**src/rtl/rhps_pkg.sv**
```systemverilog
// Shared constants and types for the host port and sync block
package rhps_pkg;

  // ****************************************
  // Host databus
  // ****************************************
  localparam int DATA_W = 10;
  localparam int BYTE_W = 8;
  localparam int HI_W = DATA_W - BYTE_W;
  localparam int CMD_W = 2;
  localparam int PSEL_W = 2;

  // ****************************************
  // Pin synchroniser layout, host side
  // ****************************************
  localparam int HP_DATA_LSB = 0;
  localparam int HP_CMD_LSB = HP_DATA_LSB + DATA_W;
  localparam int HP_RW_BIT = HP_CMD_LSB + CMD_W;
  localparam int HP_CE_BIT = HP_RW_BIT + 1;
  localparam int HP_W = HP_CE_BIT + 1;

  // ****************************************
  // Video defaults and reset values
  // ****************************************
  localparam int CH_W_DEF = 8;
  localparam int PIPE_DEPTH_DEF = 4;
  localparam logic [BYTE_W-1:0] BLANK_LEVEL = 8'h00;
  localparam logic [DATA_W-1:0] DATA_RST = 10'h000;
  localparam logic [CMD_W-1:0] CMD_RST = 2'h0;

  // ****************************************
  // Types
  // ****************************************
  typedef enum logic [1:0] {
    RHPS_MODE_PAR10,
    RHPS_MODE_BYTE82,
    RHPS_MODE_BYTE8
  } rhps_bus_mode_t;

  typedef enum logic [1:0] {
    RHPS_ACC_IDLE,
    RHPS_ACC_READ,
    RHPS_ACC_WRITE
  } rhps_acc_state_t;

endpackage

```
**src/rtl/rhps_video_if.sv**
```systemverilog
// Video sample bundle passed between capture and pipeline
`timescale 1ns/1ps
interface rhps_video_if #(
  parameter int PIX_W = 24
);
  logic [PIX_W-1:0] pixel;
  logic [rhps_pkg::PSEL_W-1:0] psel;
  logic blank;
  logic sync;
  logic green_sync;

  modport src (
    output pixel,
    output psel,
    output blank,
    output sync,
    output green_sync
  );
  modport dst (
    input pixel,
    input psel,
    input blank,
    input sync,
    input green_sync
  );
endinterface

```
**src/rtl/rhps_host_port.sv**
```systemverilog
// Host parallel access port with composite blank and sync handling
`timescale 1ns/1ps
module rhps_host_port #(
  parameter int PIPE_DEPTH = rhps_pkg::PIPE_DEPTH_DEF,
  parameter int CH_W = rhps_pkg::CH_W_DEF
) (
  input wire logic sys_clk_i,
  input wire logic resetn_i,
  input wire logic ce_n_i,
  input wire logic read_write_i,
  input wire logic [rhps_pkg::CMD_W-1:0] command_select_i,
  input wire logic [rhps_pkg::DATA_W-1:0] host_databus_i,
  output logic [rhps_pkg::DATA_W-1:0] host_databus_o,
  output logic host_databus_oe_n_o,
  input wire logic [1:0] bus_mode_i,
  output logic wr_valid_o,
  output logic [rhps_pkg::CMD_W-1:0] wr_cmd_o,
  output logic [rhps_pkg::DATA_W-1:0] wr_data_o,
  output logic rd_req_o,
  output logic [rhps_pkg::CMD_W-1:0] rd_cmd_o,
  input wire logic [rhps_pkg::DATA_W-1:0] rd_data_i,
  input wire logic pixel_load_strobe_i,
  input wire logic blank_n_i,
  input wire logic sync_n_i,
  input wire logic [rhps_pkg::PSEL_W-1:0] palette_priority_select_i,
  input wire logic [3*CH_W-1:0] pixel_i,
  input wire logic sync_decode_enable_i,
  output logic [CH_W-1:0] red_level_o,
  output logic [CH_W-1:0] green_level_o,
  output logic [CH_W-1:0] blue_level_o,
  output logic [rhps_pkg::PSEL_W-1:0] palette_priority_select_o,
  output logic video_blank_o,
  output logic green_current_out_sync_o,
  output logic delayed_sync_out_n_o
);
  localparam int PIX_W = 3 * CH_W;
  localparam int VP_W = PIX_W + rhps_pkg::PSEL_W + 3;
  localparam logic [rhps_pkg::HP_W-1:0] HP_RST = {1'b1, {(rhps_pkg::HP_W-1){1'b0}}};
  // Strobe low, blank_n and sync_n idle high
  localparam logic [VP_W-1:0] VP_RST = {3'h3, {(VP_W-3){1'b0}}};

  if (CH_W < 1 || CH_W > rhps_pkg::BYTE_W) begin : g_bad_ch
    $error("CH_W must lie between one and eight");
  end

  // ****************************************
  // Pin synchronisers
  // ****************************************
  // Pins come from the host and pixel domains; two flops before any use, except bus_mode_i and sync_decode_enable_i, which are used directly
  logic [rhps_pkg::HP_W-1:0] hp_meta_r;
  logic [rhps_pkg::HP_W-1:0] hp_sync_r;
  logic [VP_W-1:0] vp_meta_r;
  logic [VP_W-1:0] vp_sync_r;

  always_ff @(posedge sys_clk_i or negedge resetn_i) begin
    if (!resetn_i) begin
      hp_meta_r <= HP_RST;
      hp_sync_r <= HP_RST;
      vp_meta_r <= VP_RST;
      vp_sync_r <= VP_RST;
    end else begin
      hp_meta_r <= {ce_n_i, read_write_i, command_select_i, host_databus_i};
      hp_sync_r <= hp_meta_r;
      // Strobe, controls and pixel share one flop row so they stay aligned
      vp_meta_r <= {pixel_load_strobe_i, blank_n_i, sync_n_i,
                    palette_priority_select_i, pixel_i};
      vp_sync_r <= vp_meta_r;
    end
  end

  logic ce_n_s;
  logic rw_s;
  logic [rhps_pkg::CMD_W-1:0] cmd_s;
  logic [rhps_pkg::DATA_W-1:0] data_s;
  assign ce_n_s = hp_sync_r[rhps_pkg::HP_CE_BIT];
  assign rw_s = hp_sync_r[rhps_pkg::HP_RW_BIT];
  assign cmd_s = hp_sync_r[rhps_pkg::HP_CMD_LSB +: rhps_pkg::CMD_W];
  assign data_s = hp_sync_r[rhps_pkg::HP_DATA_LSB +: rhps_pkg::DATA_W];

  // ****************************************
  // Host access sequencer
  // ****************************************
  rhps_pkg::rhps_acc_state_t acc_r, acc_nxt;
  rhps_pkg::rhps_bus_mode_t mode;
  logic ce_prev_r, ce_prev_nxt;
  logic [rhps_pkg::CMD_W-1:0] cmd_r, cmd_nxt;
  logic [rhps_pkg::DATA_W-1:0] hold_r, hold_nxt;
  logic [rhps_pkg::BYTE_W-1:0] lo_byte_r, lo_byte_nxt;
  logic byte_hi_r, byte_hi_nxt;
  logic rd_pend_r, rd_pend_nxt;
  logic [rhps_pkg::DATA_W-1:0] rd_word_r, rd_word_nxt;
  logic [rhps_pkg::DATA_W-1:0] bus_out_r, bus_out_nxt;
  logic oe_n_r, oe_n_nxt;
  logic wr_valid_r, wr_valid_nxt;
  logic [rhps_pkg::CMD_W-1:0] wr_cmd_r, wr_cmd_nxt;
  logic [rhps_pkg::DATA_W-1:0] wr_data_r, wr_data_nxt;
  logic rd_req_r, rd_req_nxt;
  logic ce_fall;
  logic ce_rise;

  assign ce_fall = ce_prev_r && !ce_n_s;
  assign ce_rise = !ce_prev_r && ce_n_s;

  always_comb begin
    unique case (bus_mode_i)
      2'h1: mode = rhps_pkg::RHPS_MODE_BYTE82;
      2'h2: mode = rhps_pkg::RHPS_MODE_BYTE8;
      default: mode = rhps_pkg::RHPS_MODE_PAR10;
    endcase
  end

  always_comb begin
    acc_nxt = acc_r;
    ce_prev_nxt = ce_n_s;
    cmd_nxt = cmd_r;
    hold_nxt = hold_r;
    lo_byte_nxt = lo_byte_r;
    byte_hi_nxt = byte_hi_r;
    rd_pend_nxt = 1'b0;
    rd_word_nxt = rd_word_r;
    bus_out_nxt = bus_out_r;
    wr_valid_nxt = 1'b0;
    wr_cmd_nxt = wr_cmd_r;
    wr_data_nxt = wr_data_r;
    rd_req_nxt = 1'b0;
    // Hold data while selected; value just before the rising edge is used
    if (!ce_n_s) begin
      hold_nxt = data_s;
    end
    unique case (acc_r)
      rhps_pkg::RHPS_ACC_IDLE: begin
        if (ce_fall) begin
          cmd_nxt = cmd_s;
          acc_nxt = rw_s ? rhps_pkg::RHPS_ACC_READ : rhps_pkg::RHPS_ACC_WRITE;
          // High byte of an 8+2 read comes from the word already fetched
          if (rw_s && !(mode == rhps_pkg::RHPS_MODE_BYTE82 && byte_hi_r)) begin
            rd_req_nxt = 1'b1;
            rd_pend_nxt = 1'b1;
          end
        end
      end
      rhps_pkg::RHPS_ACC_READ: begin
        if (rd_pend_r) begin
          rd_word_nxt = rd_data_i;
        end
        if (ce_rise) begin
          acc_nxt = rhps_pkg::RHPS_ACC_IDLE;
          byte_hi_nxt = (mode == rhps_pkg::RHPS_MODE_BYTE82) && !byte_hi_r;
        end
      end
      rhps_pkg::RHPS_ACC_WRITE: begin
        if (ce_rise) begin
          acc_nxt = rhps_pkg::RHPS_ACC_IDLE;
          wr_cmd_nxt = cmd_r;
          unique case (mode)
            rhps_pkg::RHPS_MODE_PAR10: begin
              wr_valid_nxt = 1'b1;
              wr_data_nxt = hold_r;
            end
            rhps_pkg::RHPS_MODE_BYTE8: begin
              wr_valid_nxt = 1'b1;
              wr_data_nxt = {{rhps_pkg::HI_W{1'b0}}, hold_r[rhps_pkg::BYTE_W-1:0]};
            end
            rhps_pkg::RHPS_MODE_BYTE82: begin
              if (byte_hi_r) begin
                wr_valid_nxt = 1'b1;
                wr_data_nxt = {hold_r[rhps_pkg::HI_W-1:0], lo_byte_r};
              end else begin
                lo_byte_nxt = hold_r[rhps_pkg::BYTE_W-1:0];
              end
              byte_hi_nxt = !byte_hi_r;
            end
          endcase
        end
      end
      default: begin
        acc_nxt = rhps_pkg::RHPS_ACC_IDLE;
      end
    endcase
    if (mode != rhps_pkg::RHPS_MODE_BYTE82) begin
      byte_hi_nxt = 1'b0;
    end
    // Read data lane arrangement per bus width
    unique case (mode)
      rhps_pkg::RHPS_MODE_BYTE82: begin
        bus_out_nxt = byte_hi_r ?
          {{rhps_pkg::BYTE_W{1'b0}}, rd_word_nxt[rhps_pkg::DATA_W-1:rhps_pkg::BYTE_W]} :
          {{rhps_pkg::HI_W{1'b0}}, rd_word_nxt[rhps_pkg::BYTE_W-1:0]};
      end
      rhps_pkg::RHPS_MODE_BYTE8: begin
        bus_out_nxt = {{rhps_pkg::HI_W{1'b0}}, rd_word_nxt[rhps_pkg::BYTE_W-1:0]};
      end
      default: begin
        bus_out_nxt = rd_word_nxt;
      end
    endcase
    // Release lags chip-select by the synchroniser depth plus the output register
    oe_n_nxt = !(acc_nxt == rhps_pkg::RHPS_ACC_READ);
  end

  always_ff @(posedge sys_clk_i or negedge resetn_i) begin
    if (!resetn_i) begin
      acc_r <= rhps_pkg::RHPS_ACC_IDLE;
      ce_prev_r <= 1'b1;
      cmd_r <= rhps_pkg::CMD_RST;
      hold_r <= rhps_pkg::DATA_RST;
      lo_byte_r <= '0;
      byte_hi_r <= 1'b0;
      rd_pend_r <= 1'b0;
      rd_word_r <= rhps_pkg::DATA_RST;
      bus_out_r <= rhps_pkg::DATA_RST;
      oe_n_r <= 1'b1;
      wr_valid_r <= 1'b0;
      wr_cmd_r <= rhps_pkg::CMD_RST;
      wr_data_r <= rhps_pkg::DATA_RST;
      rd_req_r <= 1'b0;
    end else begin
      acc_r <= acc_nxt;
      ce_prev_r <= ce_prev_nxt;
      cmd_r <= cmd_nxt;
      hold_r <= hold_nxt;
      lo_byte_r <= lo_byte_nxt;
      byte_hi_r <= byte_hi_nxt;
      rd_pend_r <= rd_pend_nxt;
      rd_word_r <= rd_word_nxt;
      bus_out_r <= bus_out_nxt;
      oe_n_r <= oe_n_nxt;
      wr_valid_r <= wr_valid_nxt;
      wr_cmd_r <= wr_cmd_nxt;
      wr_data_r <= wr_data_nxt;
      rd_req_r <= rd_req_nxt;
    end
  end

  assign host_databus_o = bus_out_r;
  assign host_databus_oe_n_o = oe_n_r;
  assign wr_valid_o = wr_valid_r;
  assign wr_cmd_o = wr_cmd_r;
  assign wr_data_o = wr_data_r;
  assign rd_req_o = rd_req_r;
  assign rd_cmd_o = cmd_r;

  // ****************************************
  // Video capture on pixel load strobe
  // ****************************************
  logic strobe_s;
  logic strobe_prev_r, strobe_prev_nxt;
  logic [PIX_W-1:0] cap_pix_r, cap_pix_nxt;
  logic [rhps_pkg::PSEL_W-1:0] cap_psel_r, cap_psel_nxt;
  logic cap_blank_r, cap_blank_nxt;
  logic cap_sync_r, cap_sync_nxt;
  logic cap_gsync_r, cap_gsync_nxt;
  logic blank_s;
  logic sync_s;

  assign strobe_s = vp_sync_r[VP_W-1];
  assign blank_s = !vp_sync_r[VP_W-2];
  assign sync_s = !vp_sync_r[VP_W-3];

  always_comb begin
    strobe_prev_nxt = strobe_s;
    cap_pix_nxt = cap_pix_r;
    cap_psel_nxt = cap_psel_r;
    cap_blank_nxt = cap_blank_r;
    cap_sync_nxt = cap_sync_r;
    cap_gsync_nxt = cap_gsync_r;
    if (strobe_s && !strobe_prev_r) begin
      cap_psel_nxt = vp_sync_r[PIX_W +: rhps_pkg::PSEL_W];
      cap_blank_nxt = blank_s;
      cap_sync_nxt = sync_s;
      // Blank overrides pixel data; green sync is valid only inside blank, delayed sync is not gated
      cap_pix_nxt = blank_s ? {3{rhps_pkg::BLANK_LEVEL[CH_W-1:0]}} : vp_sync_r[PIX_W-1:0];
      cap_gsync_nxt = sync_decode_enable_i && sync_s && blank_s;
    end
  end

  always_ff @(posedge sys_clk_i or negedge resetn_i) begin
    if (!resetn_i) begin
      strobe_prev_r <= 1'b0;
      cap_pix_r <= '0;
      cap_psel_r <= '0;
      cap_blank_r <= 1'b1;
      cap_sync_r <= 1'b0;
      cap_gsync_r <= 1'b0;
    end else begin
      strobe_prev_r <= strobe_prev_nxt;
      cap_pix_r <= cap_pix_nxt;
      cap_psel_r <= cap_psel_nxt;
      cap_blank_r <= cap_blank_nxt;
      cap_sync_r <= cap_sync_nxt;
      cap_gsync_r <= cap_gsync_nxt;
    end
  end

  // ****************************************
  // Output pipeline
  // ****************************************
  rhps_video_if #(.PIX_W(PIX_W)) cap_bus ();
  rhps_video_if #(.PIX_W(PIX_W)) out_bus ();

  assign cap_bus.pixel = cap_pix_r;
  assign cap_bus.psel = cap_psel_r;
  assign cap_bus.blank = cap_blank_r;
  assign cap_bus.sync = cap_sync_r;
  assign cap_bus.green_sync = cap_gsync_r;

  rhps_video_pipe #(
    .PIPE_DEPTH(PIPE_DEPTH),
    .PIX_W(PIX_W)
  ) u_pipe (
    .sys_clk_i(sys_clk_i),
    .resetn_i(resetn_i),
    .in_bus(cap_bus),
    .out_bus(out_bus)
  );

  assign {red_level_o, green_level_o, blue_level_o} = out_bus.pixel;
  assign palette_priority_select_o = out_bus.psel;
  assign video_blank_o = out_bus.blank;
  assign green_current_out_sync_o = out_bus.green_sync;
  assign delayed_sync_out_n_o = !out_bus.sync;
endmodule

```
**src/rtl/rhps_video_pipe.sv**
```systemverilog
// Fixed-depth pipeline shared by pixel, blank and sync paths
`timescale 1ns/1ps
module rhps_video_pipe #(
  parameter int PIPE_DEPTH = rhps_pkg::PIPE_DEPTH_DEF,
  parameter int PIX_W = 24
) (
  input wire logic sys_clk_i,
  input wire logic resetn_i,
  rhps_video_if.dst in_bus,
  rhps_video_if.src out_bus
);
  localparam int W = PIX_W + rhps_pkg::PSEL_W + 3;
  // Blank asserted, sync idle after reset
  localparam logic [W-1:0] STAGE_RST = {{(W-3){1'b0}}, 3'h4};

  if (PIPE_DEPTH < 1) begin : g_bad_depth
    $error("PIPE_DEPTH must be at least one");
  end

  logic [W-1:0] stage_r [PIPE_DEPTH];
  logic [W-1:0] stage_nxt [PIPE_DEPTH];

  // ****************************************
  // Shift every clock; one depth for all fields keeps them aligned
  // ****************************************
  always_comb begin
    stage_nxt[0] = {in_bus.pixel, in_bus.psel, in_bus.blank, in_bus.sync, in_bus.green_sync};
    for (int i = 1; i < PIPE_DEPTH; i++) begin
      stage_nxt[i] = stage_r[i-1];
    end
  end

  for (genvar g = 0; g < PIPE_DEPTH; g++) begin : g_stage
    always_ff @(posedge sys_clk_i or negedge resetn_i) begin
      if (!resetn_i) begin
        stage_r[g] <= STAGE_RST;
      end else begin
        stage_r[g] <= stage_nxt[g];
      end
    end
  end

  assign {out_bus.pixel, out_bus.psel, out_bus.blank, out_bus.sync, out_bus.green_sync} =
    stage_r[PIPE_DEPTH-1];
endmodule

```
**config.mk**
```make
export PLATFORM = sky130hd
export DESIGN_NAME = rhps_host_port
export DESIGN_NICKNAME = d
export VERILOG_FILES = /design/src/rtl/rhps_pkg.sv /design/src/rtl/rhps_video_if.sv /design/src/rtl/rhps_host_port.sv /design/src/rtl/rhps_video_pipe.sv
export SDC_FILE = /design/constraint.sdc
export NUM_CORES = 1
export LEC_CHECK = 0
export BUFFER_PORTS_ARGS = -buffer_cell sky130_fd_sc_hd__buf_2
export CAP_MARGIN = 20
export CELL_PAD_IN_SITES_DETAIL_PLACEMENT = 1
export CELL_PAD_IN_SITES_GLOBAL_PLACEMENT = 1
export CORE_MARGIN = 1
export CORE_UTILIZATION = 43
export CTS_CLUSTER_DIAMETER = 120
export DETAILED_ROUTE_END_ITERATION = 16
export GPL_ROUTABILITY_DRIVEN = 0
export PLACE_DENSITY = 0.77
export SLEW_MARGIN = 20
export SYNTH_ARGS = -nofsm -noshare
export SYNTH_HDL_FRONTEND = slang
export SYNTH_HIERARCHICAL = 1
export SYNTH_SLANG_ARGS = --single-unit
```
**constraint.sdc**
```tcl
create_clock -name sys_clk_i -period 1.5 [get_ports sys_clk_i]
set_input_delay 0.075 -clock sys_clk_i [delete_from_list [all_inputs] [get_ports sys_clk_i]]
set_output_delay 0.075 -clock sys_clk_i [all_outputs]
set_load 0.01 [all_outputs]
```
==> flow_metrics.py, run 1 <==
metrics = {
    "drt": {
        "dr.pass1.iters": 4,
        "drc": 0,
        "avgRoutedWirePerCell_um": 16.89,
        "drtIter0Drc": 117,
        "routed_wl_mm": 16.86,
        "vias": 4545,
        "antenna_left": 0,
        "avgViaCountPerCell": 4.554,
    },
    "sta": {
        "slew_violations": 0,
        "worstMarginPinSlew_ns": 0.5234,
        "hold_viol": 0,
        "final.setup_skew_ns": 0.01173,
        "fin_crit_sh": 0.9877,
        "setup_violations": 0,
        "period_needed_ns": 1.482,
        "maxSlewHeadroom": 0.6511,
        "fmax_ghz": 0.6750,
        "fin_tns_setup_ns": 0,
        "rsz0062_at_grt": "true",
        "hold_slack_ns": 0.07342,
    },
    "die": {
        "core_um2": 19590,
        "dieArea_um2": 20670,
        "pin_count": 114,
        "die_h_um": 143.8,
        "fp.dieW_um": 143.8,
        "rows": 51,
        "start_util": 0.4413,
    },
    "global_route": {
        "grt_use_total": 0.1725,
        "grt_pass1_wl_mm": 27.21,
        "grt_pass1_vias": 5287,
        "grt-ovfl-total": 0,
        "antenna_found_initial": 0,
        "grt_max_degree": 54,
    },
    "synthesis": {
        "synth_top_family_by_area": "multiplexers",
        "syn_inst": 503,
        "synth.mux.area_fraction": 0.04718,
        "ys.flop_type": "dfrtp_1",
        "synth_xor_area_frac": 0.001013,
        "netlist_area_um2": 8645,
        "yosys.area_share.adder": 0.01013,
        "synth_nets": 568,
        "yosysWarnings": 6,
        "synth.distinct_cells": 36,
        "async_reset_ff_frac": 1.000,
        "synth-compound-area-share": 0.04168,
        "avgSynthCellArea_um2": 17.19,
        "ys_ff_latch": 291,
        "synth_edf_count": 0,
        "ys_seq_area_frac": 0.8443,
        "synthSimpleGateAreaFrac": 0.04168,
    },
    "clocking": {
        "clock_latency_ns": 0.53,
        "clkSlewWorstSetupHoldPaths_ns": 0.06,
        "cts_made_buffers": 28,
        "cts_sinks": 291,
        "cts_tree": "done",
        "postCtsSetupRepairBufs": 0,
        "clockBufferDepth": 3,
        "cts-root-buf": "clkbuf_16",
        "htree_levels": 1,
    },
    "setup_path": {
        "slowest_delay_ns": 0.39,
        "critPathMaxFanout": 10,
        "required_ns": 1.91,
        "cp_top_family": "flip-flops",
        "critPathKind": "flop to flop",
        "crit_chain": "inv_1 > ha_1 > nand2_4 > mux2_1 > nor2b_1",
        "endpoint_kind": "flop",
        "cp_num_buf_inv": 1,
        "reg2regPathDepth": 5,
        "slowest_stage": "dfrtp_1",
        "crit_path_start_kind": "flop",
        "arrival_ns": 1.89,
        "cp.depth": 5,
    },
    "placement": {
        "dp_cells": 889,
        "dp_hpwl_mm": 10.18,
        "portBuffers": 113,
    },
    "final_layout": {
        "fin_nets": 776,
        "drive_gt1_frac": 0.3274,
        "fillers": 1815,
        "seqCellArea_um2": 7298,
        "syn_to_final_growth_pct": 31.39,
        "multi_input_area_um2": 1265,
        "num_antenna_cells": 0,
        "layoutNonFillerInstCount": 998,
    },
    "power": {
        "ir_drop_v": 0.001132,
        "leakagePower_nw": 5.520,
        "powerDensity_nw_per_um2": 1721,
        "finalPower_mw": 19.55,
    },
    "run_status": {
        "status": "completed",
    },
    "flow_run": {
        "max-cap-violations": 0,
    },
    "hold_path": {
        "hold_class": "primary input to async pin",
    },
}
## cell families after synthesis
kind of cell               after synthesis
and+or+nand+nor                         84
xor gates and xnor gates                 1
DFF                                    291
buffers and inverters                   26
AOI/OAI and AO/OA                       60
adders and majority gates                7
muxes                                   34
## cells in the final DEF (no fill, tap or decap), types with 3 or more instances in the layout
cell type	count
o21ai_0	12
dfrtp_1	278
buf_2	112
buf_12	3
dlygate4sd3_1	55
o21ai_1	15
ha_1	6
dfstp_2	13
inv_1	8
o21a_1	5
nand2_1	54
mux2i_1	3
nor2_1	11
buf_4	23
bufinv_16	6
clkbuf_8	7
nor2b_1	6
clkbuf_16	29
clkinvlp_4	4
mux2_4	8
mux2_2	19
a21oi_1	9
clkinv_2	4
a22oi_1	11
mux2_1	3
## power by group
| part | leakage (nW) | switching [mW] | internal [mW] | total, mW |
|---|---|---|---|---|
| Combinational | 1.42 | 1.21 | 1.08 | 2.29 |
| Sequential | 3.59 | 0.498 | 8.99 | 9.48 |
| Clock | 0.511 | 2.87 | 4.90 | 7.77 |
## cell type report
| type | instances | area share |
|---|---|---|
| clock buffer | 38 | 0.07303 |
| clock inverter | 14 | 0.02027 |
| inverter | 9 | 0.002974 |
| multi-input combinational | 186 | 0.1114 |
| sequential | 291 | 0.6425 |
| tap | 265 | 0.02919 |
| timing repair buffer | 195 | 0.1206 |
## metal layers
layer  vias up  wire length [um]  GRT usage
li1       2051                 -          -
met1      2349              6244     0.1876
met2       114              9458     0.3357
met3        31               812    0.03665
met4         0               343    0.04479
met5         -                 0          0
## registers in the layout (all words and copies together) (netlist names), 8 cells and up
register,cells
lo_byte_r,8
u_pipe/out_bus.pixel,24
host_databus_o,10
vp_meta_r,29
rd_word_r,10
wr_data_o,10
u_pipe/stage_nxt,87
vp_sync_r,29
hold_r,10
cap_bus.pixel,24
hp_sync_r,14
hp_meta_r,14
## synthesized netlist by cell type, types with 4 or more instances
library cell	n	area share
o21a_1	5	0.0043
dfrtp_1	278	0.80
buf_1	4	0.0017
clkbuf_1	4	0.0017
nor2b_1	6	0.0043
buf_2	7	0.0041
mux2_4	8	0.014
nor2_1	14	0.0061
ha_1	7	0.010
a21oi_1	10	0.0058
inv_1	9	0.0039
mux2i_1	4	0.0046
o21ai_0	12	0.0069
mux2_2	19	0.025
o21ai_1	15	0.0087
nand2_1	54	0.023
dfstp_2	13	0.040
a22oi_1	11	0.0096
## metrics by stage
stage	area [um2]	setup WS, ns	utilization
4_1_cts	11320	0.01216	0.5776
5_1_grt	11360	-0.04052	0.5798
6_report	11360	0.01841	0.5798
2_1_floorplan	8645	0.04830	-
3_5_place_dp	9692	-0.03282	0.4947
3_3_place_gp	9692	0.06190	0.4947
## timing repair
item                       in CTS  in global routing
hold endpoints to repair      344                  0
gates cloned                    0                  2
setup endpoints to repair      24                 25
resized for setup               5                  9
hold buffers                   55                  0
pin swaps                       0                  3
## worst register-to-register path, cell delays in order, from the launching register on
cell,delay (ns)
dfrtp_1,0.39
inv_1,0.13
ha_1,0.21
nand2_4,0.13
mux2_1,0.36
nor2b_1,0.14
## final timing paths
check | slack [ns] | startpoint | to
max | 0.02 | acc_r[1]$_DFF_PN0_ | host_databus_o[5]$_DFF_PN0_
min | 0.07 | resetn_i | u_pipe/stage_nxt[44]$_DFF_PN0_
max reg2reg | 0.02 | acc_r[1]$_DFF_PN0_ | host_databus_o[5]$_DFF_PN0_
min reg2reg | 0.34 | u_pipe/stage_nxt[43]$_DFF_PN0_ | u_pipe/stage_nxt[14]$_DFF_PN0_
max in group asynchronous | 0.75 | resetn_i | u_pipe/stage_nxt[49]$_DFF_PN0_
min in group sys_clk_i | 0.11 | bus_mode_i[0] | byte_hi_r$_DFFE_PN0P_
Note: power is estimated with default switching activity, not from simulation.
==> run 2: changes to the inputs <==
CORE_MARGIN = 8   (was 1)
CTS_CLUSTER_SIZE = 24   (was not set)
REMOVE_ABC_BUFFERS = 1   (was not set)
==> flow_metrics.py, run 2 (synthesized netlist as in run 1, its figures left out) <==
metrics = {
    "drt": {
        "vias": 4398,
        "drc": 0,
        "routed_wl_mm": 16.63,
        "dr.pass1.iters": 4,
        "avgRoutedWirePerCell_um": 17.09,
        "drtIter0Drc": 132,
        "avgViaCountPerCell": 4.520,
        "antenna_left": 0,
    },
    "global_route": {
        "met3_usage": 0.03303,
        "grt-ovfl-total": 0,
        "grt_pass1_vias": 5128,
        "globalRouteMet2Util": 0.2575,
        "global_route.usage.met1": 0.1592,
        "grt_max_degree": 102,
        "grt-busiest-layer": "met2",
        "grt_use_total": 0.1383,
        "grt_pass1_wl_mm": 27.10,
        "antenna_found_initial": 0,
    },
    "final_layout": {
        "drive_gt1_frac": 0.3030,
        "layoutNonFillerInstCount": 973,
        "syn_to_final_growth_pct": 25.47,
        "final_cell_mix": "278 x dfrtp_1, 112 x buf_2, 55 x dlygate4sd3_1",
        "final_common_cell": "dfrtp_1",
        "num_antenna_cells": 0,
        "fin_nets": 758,
        "largest_register_ff_count": 87,
    },
    "setup_path": {
        "arrival_ns": 1.81,
        "required_ns": 1.87,
        "critPathKind": "flop to flop",
        "cp_num_buf_inv": 2,
        "cp_top_family": "flip-flops",
        "slowest_delay_ns": 0.40,
        "crit_path_frequent_cell": "buf_4",
        "r2r-start": "acc_r[1]$_DFF_PN0_",
        "crit_chain": "buf_4 > ha_4 > nand3b_1 > buf_4 > mux2_2",
        "critPathMaxFanout": 3,
        "crit_path_start_kind": "flop",
        "endpoint_kind": "flop",
        "crit_start": "acc_r[1]$_DFF_PN0_",
        "slowest_stage": "dfrtp_1",
    },
    "run_status": {
        "status": "completed",
    },
    "sta": {
        "hold_viol": 0,
        "maxSlewHeadroom": 0.6576,
        "setup_violations": 0,
        "rsz0062_at_grt": "true",
        "fin_crit_sh": 0.9617,
        "fmax_ghz": 0.6932,
        "period_needed_ns": 1.443,
        "final.setup_skew_ns": 0.02253,
        "slew_violations": 0,
        "fin_tns_setup_ns": 0,
        "hold_slack_ns": 0.01517,
        "worstMarginPinSlew_ns": 0.5135,
    },
    "clocking": {
        "clockBufferDepth": 3,
        "htree_levels": 1,
        "clkSlewWorstSetupHoldPaths_ns": 0.09,
        "cts_tree": "done",
        "cts-root-buf": "clkbuf_16",
        "clock_latency_ns": 0.49,
        "cts_made_buffers": 16,
        "cts_sinks": 291,
        "postCtsSetupRepairBufs": 0,
    },
    "placement": {
        "dp_hpwl_mm": 10.54,
        "portBuffers": 113,
        "dp_cells": 888,
    },
    "die": {
        "rows": 52,
        "core_um2": 19970,
        "start_util": 0.4328,
        "dieArea_um2": 24900,
        "fp.dieW_um": 157.8,
        "die_h_um": 157.8,
        "pin_count": 114,
    },
    "power": {
        "powerDensity_nw_per_um2": 1513,
        "ir_drop_v": 0.001130,
        "leakagePower_nw": 5.227,
        "finalPower_mw": 16.41,
    },
    "flow_run": {
        "max-cap-violations": 0,
    },
    "hold_path": {
        "hold_class": "primary input to async pin",
    },
}
## run 2: path summary, 6_finish.rpt
kind                                                     endpoint  slack, ns  cells after the start
worst min-delay path            u_pipe/out_bus.pixel[2]$_DFF_PN0_       0.02                      2
min in group sys_clk_i                      byte_hi_r$_DFFE_PN0P_       0.12                      4
worst max register to register            wr_cmd_o[0]$_DFFE_PN0P_       0.06                      5
max in group asynchronous           host_databus_oe_n_o$_DFF_PN1_       0.70                      3
worst max-delay path                      wr_cmd_o[0]$_DFFE_PN0P_       0.06                      5
worst min register to register     u_pipe/stage_nxt[53]$_DFF_PN0_       0.35                      0
## run 2: layout make-up
| type | instances | area (um2) |
|---|---|---|
| flip-flops and latches | 291 | 7298 |
| fillers | 1902 | 9128 |
| inverters | 9 | 33.78 |
| well taps | 270 | 337.8 |
| clock buffers | 27 | 462.9 |
| multi-input cells | 186 | 1321 |
| clock inverters | 1 | 30.03 |
| repair buffers | 189 | 1363 |
## run 2: what timing repair did
item | in CTS | in global routing
pin swaps | 0 | 5
gates resized for setup | 6 | 21
setup endpoints to repair | 9 | 21
hold endpoints to repair | 345 | 0
cloned | 1 | 1
hold buffers | 55 | 0
## run 2: per-layer routing
| metal | part of all wire | vias up |
|---|---|---|
| met3 | 0.059 | 12 |
| met2 | 0.55 | 86 |
| met4 | 0.0094 | 0 |
| met5 | 0 | - |
| met1 | 0.38 | 2292 |
| li1 | - | 2008 |
## run 2: worst reg2reg max path, cell delays in order (launching register included)
cell and delay (ns):
dfrtp_1 0.40, buf_4 0.16, ha_4 0.16, nand3b_1 0.15, buf_4 0.15, mux2_2 0.32
## run 2: through the flow
stage,utilization,instance area [um2],setup WS [ns]
floorplan,-,8557,-0.2879
global placement,0.4852,9691,0.07146
detailed placement,0.4852,9691,-0.02673
CTS,0.5387,10760,-0.01491
global route,0.5430,10850,-0.01666
finish,0.5430,10850,0.05748
## run 2: report_power, final
group	internal (mW)	switching [mW]
logic	1.17	1.24
registers	8.97	0.498
clock network	2.17	2.37
total	12.3	4.11
